===== config.mk =====
export PLATFORM = sky130hd
export DESIGN_NAME = cdf_flags
export DESIGN_NICKNAME = d
export VERILOG_FILES = /design/src/verilog/cdf_pkg.sv /design/src/verilog/cdf_sync_if.sv /design/src/verilog/cdf_sync.sv /design/src/verilog/cdf_flags.sv
export VERILOG_INCLUDE_DIRS = /design/src /design/src/verilog
export SDC_FILE = /design/constraint.sdc
export NUM_CORES = 1
export LEC_CHECK = 0
export BUFFER_PORTS_ARGS = -buffer_cell sky130_fd_sc_hd__buf_4
export CAP_MARGIN = 20
export CORE_AREA = 2 2 79 100
export DETAILED_ROUTE_END_ITERATION = 8
export DIE_AREA = 0 0 81 102
export PLACE_DENSITY = 0.73
export SETUP_SLACK_MARGIN = 0.02
export SLEW_MARGIN = 0
export SYNTH_ARGS = -nofsm -noshare
export SYNTH_HDL_FRONTEND = slang
export SYNTH_SLANG_ARGS = --single-unit

===== constraint.sdc =====
create_clock -name i_clk_sys -period 0.9 [get_ports i_clk_sys]
set_clock_uncertainty 0.1 [all_clocks]
set_input_delay 0.135 -clock i_clk_sys [delete_from_list [all_inputs] [get_ports i_clk_sys]]
set_output_delay 0.135 -clock i_clk_sys [all_outputs]
set_load 0.02 [all_outputs]

===== src/verilog/cdf_defines.svh =====
// constants for the can diagnostic flag latches
`ifndef CDF_DEFINES_SVH
`define CDF_DEFINES_SVH

// ----------------------------------------------------------------
// flag vector layout
// ----------------------------------------------------------------
`define CDF_NFLAGS 15
`define CDF_BIT_WAKE 0
`define CDF_BIT_OTEMP 1
`define CDF_BIT_RX_LOW 2
`define CDF_BIT_RX_HIGH 3
`define CDF_BIT_TX_DOM 4
`define CDF_BIT_BUS_DOM 5
`define CDF_BIT_OCUR 6
`define CDF_BIT_SUSPECT 7
`define CDF_BIT_CONFIRM 8
`define CDF_BIT_L_BAT 9
`define CDF_BIT_L_VDD 10
`define CDF_BIT_L_GND 11
`define CDF_BIT_H_BAT 12
`define CDF_BIT_H_VDD 13
`define CDF_BIT_H_GND 14

// ----------------------------------------------------------------
// reset values
// ----------------------------------------------------------------
`define CDF_FLAGS_RST 15'h0000
`define CDF_STATE_RST 3'h0
// flags that clear on read alone, with no recovery condition
`define CDF_READ_ONLY_CLEAR 15'h0001

`endif


===== src/verilog/cdf_pkg.sv =====
// types shared by the can diagnostic flag latches
package cdf_pkg;
	typedef logic [14:0] cdf_flags_t;
	typedef logic [2:0] cdf_rt_t;
endpackage


===== src/verilog/cdf_sync_if.sv =====
// carrier between the pin synchroniser and the flag latches
`timescale 1ns/1ps
interface cdf_sync_if;
	logic [14:0] raw;
	logic [14:0] level;
	logic [14:0] rise;
	modport sync (input raw, output level, output rise);
	modport user (output raw, input level, input rise);
endinterface


===== src/verilog/cdf_sync.sv =====
// three-stage synchroniser with agreement filter for detector levels
`timescale 1ns/1ps
`include "cdf_defines.svh"
module cdf_sync (
	input wire logic i_clk_sys,
	input wire logic i_resetn,
	cdf_sync_if.sync bus
);
	import cdf_pkg::*;

	typedef struct packed {
		cdf_flags_t s1;
		cdf_flags_t s2;
		cdf_flags_t s3;
		cdf_flags_t lvl;
		cdf_flags_t rise;
	} cdf_sync_s;

	cdf_sync_s st_q;
	cdf_sync_s st_d;

	// stage one feeds only stage two; level moves when stages two and three agree
	always_comb begin
		st_d = st_q;
		st_d.s1 = bus.raw;
		st_d.s2 = st_q.s1;
		st_d.s3 = st_q.s2;
		st_d.lvl = (st_q.s2 & st_q.s3) | (st_q.lvl & (st_q.s2 | st_q.s3));
		st_d.rise = st_d.lvl & ~st_q.lvl;
	end

	// state register
	always_ff @(posedge i_clk_sys or negedge i_resetn) begin
		if (!i_resetn) begin
			st_q <= '0;
		end else begin
			st_q <= st_d;
		end
	end

	assign bus.level = st_q.lvl;
	assign bus.rise = st_q.rise;
endmodule


===== src/verilog/cdf_flags.sv =====
// can diagnostic flag latches with read-and-recover clearing
`timescale 1ns/1ps
`include "cdf_defines.svh"
module cdf_flags (
	input wire logic i_clk_sys,
	input wire logic i_resetn,
	input wire cdf_pkg::cdf_flags_t i_det,
	input wire logic i_read,
	input wire cdf_pkg::cdf_rt_t i_rt_enable,
	output logic o_read_valid,
	output cdf_pkg::cdf_flags_t o_read_data,
	output cdf_pkg::cdf_flags_t o_flags,
	output cdf_pkg::cdf_flags_t o_pending_clear,
	output cdf_pkg::cdf_rt_t o_rt_state
);
	import cdf_pkg::*;

	// ----------------------------------------------------------------
	// state
	// ----------------------------------------------------------------
	typedef struct packed {
		cdf_flags_t flags;
		cdf_flags_t armed;
		cdf_flags_t rdata;
		logic rvalid;
		cdf_rt_t rt;
	} cdf_state_s;

	cdf_state_s st_q;
	cdf_state_s st_d;
	cdf_sync_if sif ();

	// ----------------------------------------------------------------
	// detector synchroniser
	// ----------------------------------------------------------------
	// detector inputs come from analogue comparators outside this clock
	// a level caught by fewer than two successive clock edges never reaches the flags
	// the wake edge detector starts from the idle low level after reset
	assign sif.raw = i_det;

	cdf_sync u_sync (
		.i_clk_sys(i_clk_sys),
		.i_resetn(i_resetn),
		.bus(sif.sync)
	);

	// ----------------------------------------------------------------
	// detector views
	// ----------------------------------------------------------------
	// bit map of the flag word, as returned on a read
	// 0 bus wake event, cleared by the read alone
	// 1 interface overtemperature
	// 2 receive pin stuck low
	// 3 receive pin stuck at recessive
	// 4 transmit pin held dominant
	// 5 bus dominant past its timeout
	// 6 driver overcurrent
	// 7 bus fault suspected, type not yet known
	// 8 bus fault confirmed
	// 9 to 11 low wire short to battery, logic supply, ground
	// 12 to 14 high wire short to battery, logic supply, ground
	logic wake_edge;
	logic otemp_lvl;
	logic rx_low_lvl;
	logic rx_high_lvl;
	logic tx_dom_lvl;
	logic bus_dom_lvl;
	logic ocur_lvl;
	logic suspect_lvl;
	logic confirm_lvl;
	logic l_bat_lvl;
	logic l_vdd_lvl;
	logic l_gnd_lvl;
	logic h_bat_lvl;
	logic h_vdd_lvl;
	logic h_gnd_lvl;

	// wake is an event: only the first synced cycle of its level counts
	assign wake_edge = sif.rise[`CDF_BIT_WAKE];
	// rising edges of the fault levels are not used
	// thermal and current detectors are levels
	assign otemp_lvl = sif.level[`CDF_BIT_OTEMP];
	assign ocur_lvl = sif.level[`CDF_BIT_OCUR];
	// local pin faults on the receive and transmit lines
	assign rx_low_lvl = sif.level[`CDF_BIT_RX_LOW];
	assign rx_high_lvl = sif.level[`CDF_BIT_RX_HIGH];
	assign tx_dom_lvl = sif.level[`CDF_BIT_TX_DOM];
	// bus clamp and the two stages of bus fault detection
	assign bus_dom_lvl = sif.level[`CDF_BIT_BUS_DOM];
	assign suspect_lvl = sif.level[`CDF_BIT_SUSPECT];
	assign confirm_lvl = sif.level[`CDF_BIT_CONFIRM];
	// low wire shorts
	assign l_bat_lvl = sif.level[`CDF_BIT_L_BAT];
	assign l_vdd_lvl = sif.level[`CDF_BIT_L_VDD];
	assign l_gnd_lvl = sif.level[`CDF_BIT_L_GND];
	// high wire shorts
	assign h_bat_lvl = sif.level[`CDF_BIT_H_BAT];
	assign h_vdd_lvl = sif.level[`CDF_BIT_H_VDD];
	assign h_gnd_lvl = sif.level[`CDF_BIT_H_GND];

	// ----------------------------------------------------------------
	// flag update
	// ----------------------------------------------------------------
	// one flag drops once a read armed it; a fault flag also needs recovery
	// the read-only bit makes the level irrelevant
	function automatic logic release_bit(input logic armed, input logic level,
		input logic read_only);
		logic r;
		r = armed & (~level | read_only);
		return r;
	endfunction

	// a host that read during a fault need not read again after recovery
	// next flags, arm bits, snapshot and real-time state
	always_comb begin
		cdf_flags_t set_v;
		cdf_flags_t clr_v;
		cdf_flags_t arm_v;
		cdf_flags_t next_v;
		set_v = '0;
		clr_v = '0;
		arm_v = st_q.armed;
		next_v = '0;
		st_d = st_q;

		// set terms: the event edge for wake, the live level for faults
		set_v[`CDF_BIT_WAKE] = wake_edge;
		// thermal and current
		set_v[`CDF_BIT_OTEMP] = otemp_lvl;
		set_v[`CDF_BIT_OCUR] = ocur_lvl;
		// pin faults
		set_v[`CDF_BIT_RX_LOW] = rx_low_lvl;
		set_v[`CDF_BIT_RX_HIGH] = rx_high_lvl;
		set_v[`CDF_BIT_TX_DOM] = tx_dom_lvl;
		// bus clamp and fault detection stages
		set_v[`CDF_BIT_BUS_DOM] = bus_dom_lvl;
		set_v[`CDF_BIT_SUSPECT] = suspect_lvl;
		set_v[`CDF_BIT_CONFIRM] = confirm_lvl;
		// wire shorts
		set_v[`CDF_BIT_L_BAT] = l_bat_lvl;
		set_v[`CDF_BIT_L_VDD] = l_vdd_lvl;
		set_v[`CDF_BIT_L_GND] = l_gnd_lvl;
		set_v[`CDF_BIT_H_BAT] = h_bat_lvl;
		set_v[`CDF_BIT_H_VDD] = h_vdd_lvl;
		set_v[`CDF_BIT_H_GND] = h_gnd_lvl;

		// release terms: wake needs only the read, faults need recovery too
		clr_v[`CDF_BIT_WAKE] = release_bit(arm_v[`CDF_BIT_WAKE], 1'h0, 1'h1);
		// thermal and current
		clr_v[`CDF_BIT_OTEMP] = release_bit(arm_v[`CDF_BIT_OTEMP], otemp_lvl, 1'h0);
		clr_v[`CDF_BIT_OCUR] = release_bit(arm_v[`CDF_BIT_OCUR], ocur_lvl, 1'h0);
		// pin faults
		clr_v[`CDF_BIT_RX_LOW] = release_bit(arm_v[`CDF_BIT_RX_LOW], rx_low_lvl, 1'h0);
		clr_v[`CDF_BIT_RX_HIGH] = release_bit(arm_v[`CDF_BIT_RX_HIGH], rx_high_lvl, 1'h0);
		clr_v[`CDF_BIT_TX_DOM] = release_bit(arm_v[`CDF_BIT_TX_DOM], tx_dom_lvl, 1'h0);
		// bus clamp and fault detection stages
		clr_v[`CDF_BIT_BUS_DOM] = release_bit(arm_v[`CDF_BIT_BUS_DOM], bus_dom_lvl, 1'h0);
		clr_v[`CDF_BIT_SUSPECT] = release_bit(arm_v[`CDF_BIT_SUSPECT], suspect_lvl, 1'h0);
		clr_v[`CDF_BIT_CONFIRM] = release_bit(arm_v[`CDF_BIT_CONFIRM], confirm_lvl, 1'h0);
		// wire shorts
		clr_v[`CDF_BIT_L_BAT] = release_bit(arm_v[`CDF_BIT_L_BAT], l_bat_lvl, 1'h0);
		clr_v[`CDF_BIT_L_VDD] = release_bit(arm_v[`CDF_BIT_L_VDD], l_vdd_lvl, 1'h0);
		clr_v[`CDF_BIT_L_GND] = release_bit(arm_v[`CDF_BIT_L_GND], l_gnd_lvl, 1'h0);
		clr_v[`CDF_BIT_H_BAT] = release_bit(arm_v[`CDF_BIT_H_BAT], h_bat_lvl, 1'h0);
		clr_v[`CDF_BIT_H_VDD] = release_bit(arm_v[`CDF_BIT_H_VDD], h_vdd_lvl, 1'h0);
		clr_v[`CDF_BIT_H_GND] = release_bit(arm_v[`CDF_BIT_H_GND], h_gnd_lvl, 1'h0);

		// set wins, so an event in the release cycle keeps its flag
		next_v = (st_q.flags & ~clr_v) | set_v;
		st_d.flags = next_v;
		st_d.armed = arm_v & ~clr_v;

		// a read returns the word after this edge and arms only what it returned
		st_d.rvalid = i_read;
		if (i_read) begin
			st_d.rdata = next_v;
			st_d.armed = st_d.armed | next_v;
		end

		// real-time enables are registered unchanged; reads never touch them
		st_d.rt = i_rt_enable;
	end

	// ----------------------------------------------------------------
	// state register
	// ----------------------------------------------------------------
	// reset clears flags, arm bits and snapshot alike
	always_ff @(posedge i_clk_sys or negedge i_resetn) begin
		if (!i_resetn) begin
			st_q <= '0;
		end else begin
			st_q <= st_d;
		end
	end

	// ----------------------------------------------------------------
	// outputs
	// ----------------------------------------------------------------
	// every output comes straight from a flip-flop
	// read handshake and snapshot
	assign o_read_valid = st_q.rvalid;
	assign o_read_data = st_q.rdata;
	// live latched flags and the ones waiting for recovery
	assign o_flags = st_q.flags;
	assign o_pending_clear = st_q.armed;
	// real-time state, one cycle behind its enables
	assign o_rt_state = st_q.rt;
endmodule


Word level (Yosys, flattened, before mapping)

Cells that the tools add are included.
Widths: inputs -> output; s select.

Output and inout bits: 49
Bits in registers: 110
Bits of input ports: 21

Mux-type cells: 1
Bitwise gates (word level): 39

Operator list:

| kind           | number |
|---|---|
| $and 15x15->15 | 4 |
| $or 15x15->15  | 4 |
| $mux 30        | 1 |
| $and 1x1->1    | 15 |
| $not 1->1      | 15 |
| $not 15->15    | 1 |

Depth between registers and ports, before layout

Word-level depth: 7
Mapped depth: 4

By module

From an unflattened synthesis, not the netlist that was laid out.

Cells, all modules: 293
Area total of the unflattened synthesis: 4186.5 µm²

Modules (own cells, without submodules):

| module    | area each (µm²) | cells an instance | instances |
|---|---|---|---|
| cdf_sync  | 2421.1          | 135               | 1 |
| cdf_flags | 1765.4          | 158               | 1 |

Least setup slack after synthesis

OpenSTA, ideal clock, no wires.

Kind: reg-to-reg
From: register st_q, in the netlist o_pending_clear[10]
To: register st_q, in the netlist o_read_data[10]
Clock period less this slack: 0.967 ns
Buffers on the path: 0
Library setup time: 0.082 ns
Setup slack: -0.067 ns
Data required time: 0.718 ns
Data arrival time: 0.785 ns
Cell stages (with the launch flop): 3
Path through: dfrtp_1 > nand2b_1 > a31oi_1

Word-level cells in the longest chain between the ends: 4

RTL lines:

| item                   | line             | source |
|---|---|---|
| from (decl)            | cdf_flags.sv:29  | `cdf_state_s st_q;` |
| from (signal assigned) | cdf_flags.sv:192 | `st_q <= st_d;` |
| $and 1x1->1            | cdf_flags.sv:109 | `r = armed & (~level \| read_only);` |
| $not 15->15            | cdf_flags.sv:169 | `next_v = (st_q.flags & ~clr_v) \| set_v;` |
| $and 15x15->15         | cdf_flags.sv:169 |  |
| $or 15x15->15          | cdf_flags.sv:169 |  |

No other way between the ends.
A chain may end at the register's enable or synchronous reset.

Worst setup path after layout

From: register st_q, in the netlist o_pending_clear[7]
To: output port o_pending_clear[7]

RTL lines:

| item      | line            | source |
|---|---|---|
| to (decl) | cdf_flags.sv:13 | `output cdf_pkg::cdf_flags_t o_pending_clear,` |

No word-level cell between the ends.

==> run metrics <==
register share of total power=48.9%; Critical Path Source Type=flip-flop; CTS root buf=clkbuf_8; crit path kind=flip-flop to output port; Clock Power Share=22.0%; die area=0.008262 sq mm; Slew @ Worst Pin=0.4990 ns; crit path DAT=0.94 ns; final core occ=72.70%; reg2reg setup slack=-0.14 ns; WL met2=3186 um; Highest Signal Layer=met4; MaxCap Viol Count=0; GRT overflow=0; Ports=70; min-delay src=i_read; layout cells sized above 1=53.03%; Chip Height=102 um; Switching Share=29.60%; CORE AREA=0.007269 sq mm; Worst R2R Path Depth=3; dpl hpwl=3866 um; Via Count=2149; Clock Latency Late Sink=0.36 ns; final setup margin=-0.2784 ns; hold worst-path end=o_read_valid; CP endpoint kind=output port; CTS tree=built; crit-path leading delay family=flip-flops; multi-input logic area=833.3 sq um; Yosys Warn Count=0; Internal=0.008717 W; DRT met1 WL=2661 um; Synth Area per Inst=14.62 sq um; crit path max fanout=2; status=finished with violations; final hold violations=0; Worst Path Required=0.66 ns; Seq/Total Area, Yosys=79.80%; fmax=0.8486 GHz; Post-route DRC=0; worst hold slack=0.05961 ns; DP Cell Count=399; final WL=6294 um; first-pass GRT wire length=10030 um; Vias/cell=4.563; Final min period=1.178 ns; DP Worst Slack=-0.09157 ns; worst hold path type=primary input to flip-flop; CTS Buffer Depth=2; syn nets=257; GP Congestion=0.6950; RSZ-0062 raised after global routing=true; Reg area=0.002771 sq mm; vias in the first global route=2190; fin cells=471; Initial Utilization=47.45%; Tcrit/Tclk final=130.9%; port bufs=69; gr usage total=16.11%; clock slew at reported path FFs=0.10 ns; Post-Syn Area=0.003450 sq mm; register bit count reported by yosys=110; Hold Crit Depth=1; met3 wire len=287 um; Logic pwr share=29.1%; synth-to-layout area growth=53.21%; Pwr Density=2343 mW/mm^2; CP max stage delay=0.44 ns; H-tree depth=3; overall power=0.01238 W; Pre-antenna DRT Iters=4; Layout Nets=395; Worst R2R Start=o_pending_clear[6]; critical path buffer and inverter count=1; maximum vdd ir drop=0.9552 mV; most common cell after layout, fill and taps aside=dfrtp_1; FF-to-FF End=o_read_data[6]; initial antenna violation count=0; Slowest cell on crit path=dfrtp_2; Lkg Pwr=2.458 nW; Die W=81 um; Yosys cell types=11; Worst slew margin=66.73%; fillers=487; Final Setup Violations=93; most frequent cells in the layout=dfrtp_1, buf_6, buf_4, nor2_1, dlygate4sd3_1; Rows=35; Detailed Route Iter0 Violations=105; CP cell instances=buf_6; Routed wire per std cell=13.36 um; Sw Pwr=0.003665 W; Final ANT Viol Nets=0; fin. max-slew vios=0; clock sinks=110; failing checks=negative setup slack; Mapped Cells=236; largest net degree at the start of global routing=47; CTS buffer count=9; # diodes=0
## power groups by stage
| stage | clock network (W) | logic (W) | registers (W) |
|---|---|---|---|
| after global routing | 0.00303 | 0.00385 | 0.00613 |
| after detailed placement | 0 | 0.00248 | 0.00613 |
| after global placement | 0 | 0.00243 | 0.00609 |
| final | 0.00272 | 0.00360 | 0.00606 |
| after floorplan | 0 | 0.000876 | 0.00662 |
| after CTS | 0.00282 | 0.00334 | 0.00605 |
## area by class of cell
class	instances	share of cell area (%)
clock buffer	10	2.604
inverter	15	1.065
multi-input combinational	106	15.77
tap	92	2.178
sequential	110	52.44
timing repair buffer	132	25.12
clock inverter	6	0.8286
## metal layers
layer  track usage [%]  vias up
li1                  -     1040
met1             20.73     1046
met2             25.49       48
met3             3.710       15
met4             8.605        0
met5                 0        -
## worst max path at each step
| stage | startpoint | end | slack, ns | depth (start not counted) |
|---|---|---|---|---|
| 3_3_place_gp | i_read | o_read_data[1] | -0.04 | 3 |
| 5_1_grt | o_flags[6] | o_flags[6] | -0.31 | 1 |
| 6_report | o_pending_clear[7] | o_pending_clear[7] | -0.28 | 1 |
| 2_1_floorplan | o_pending_clear[10] | o_read_data[10] | -0.02 | 2 |
| 3_5_place_dp | i_read | o_read_data[6] | -0.09 | 3 |
| 4_1_cts | o_flags[12] | o_flags[12] | -0.30 | 1 |
## logic make-up (layout without fill, tap and decap cells)
family	after synthesis	in the layout	synth area share (%)
DFF	110	110	79.80
and+or+nand+nor	61	61	7.726
AOI/OAI and AO/OA	30	30	4.969
buffers and inverters	20	163	3.155
adders and majority gates	15	15	4.352
## registers in the layout, indices dropped and copies added (netlist names)
register / count
u_sync.bus.level: 15
u_sync.bus.rise: 1
o_read_valid: 1
o_rt_state: 3
o_flags: 15
u_sync.st_q: 15
o_read_data: 15
u_sync.st_d: 30
o_pending_clear: 15
## synth_stat cells, drive strengths merged
| master | count | area, sq um |
|---|---|---|
| buf | 5 | 52.55 |
| nor2 | 30 | 112.6 |
| dfrtp | 110 | 2753 |
| inv | 15 | 56.30 |
| a31oi | 15 | 93.84 |
| nand2b | 15 | 93.84 |
| nand2 | 16 | 60.06 |
| a21oi | 14 | 70.07 |
| maj3 | 15 | 150.1 |
| a21boi | 1 | 7.510 |
## through the flow
stage	setup TNS (ns)	instance area, sq um
after floorplan	-0.01717	3649
after global placement	-0.4519	4319
after detailed placement	-1.272	4319
after CTS	-14.68	5119
after global routing	-17.35	5285
final	-14.23	5285
## timing repair
action | 4_1_cts | 5_1_grt
setup buffers | 27 | 19
hold buffers | 19 | 0
hold endpoints to repair | 128 | 0
gates resized for setup | 60 | 27
gates cloned | 0 | 0
setup endpoints to repair | 74 | 108
pin swaps | 22 | 19
Note: power is estimated with default switching activity, not from simulation.
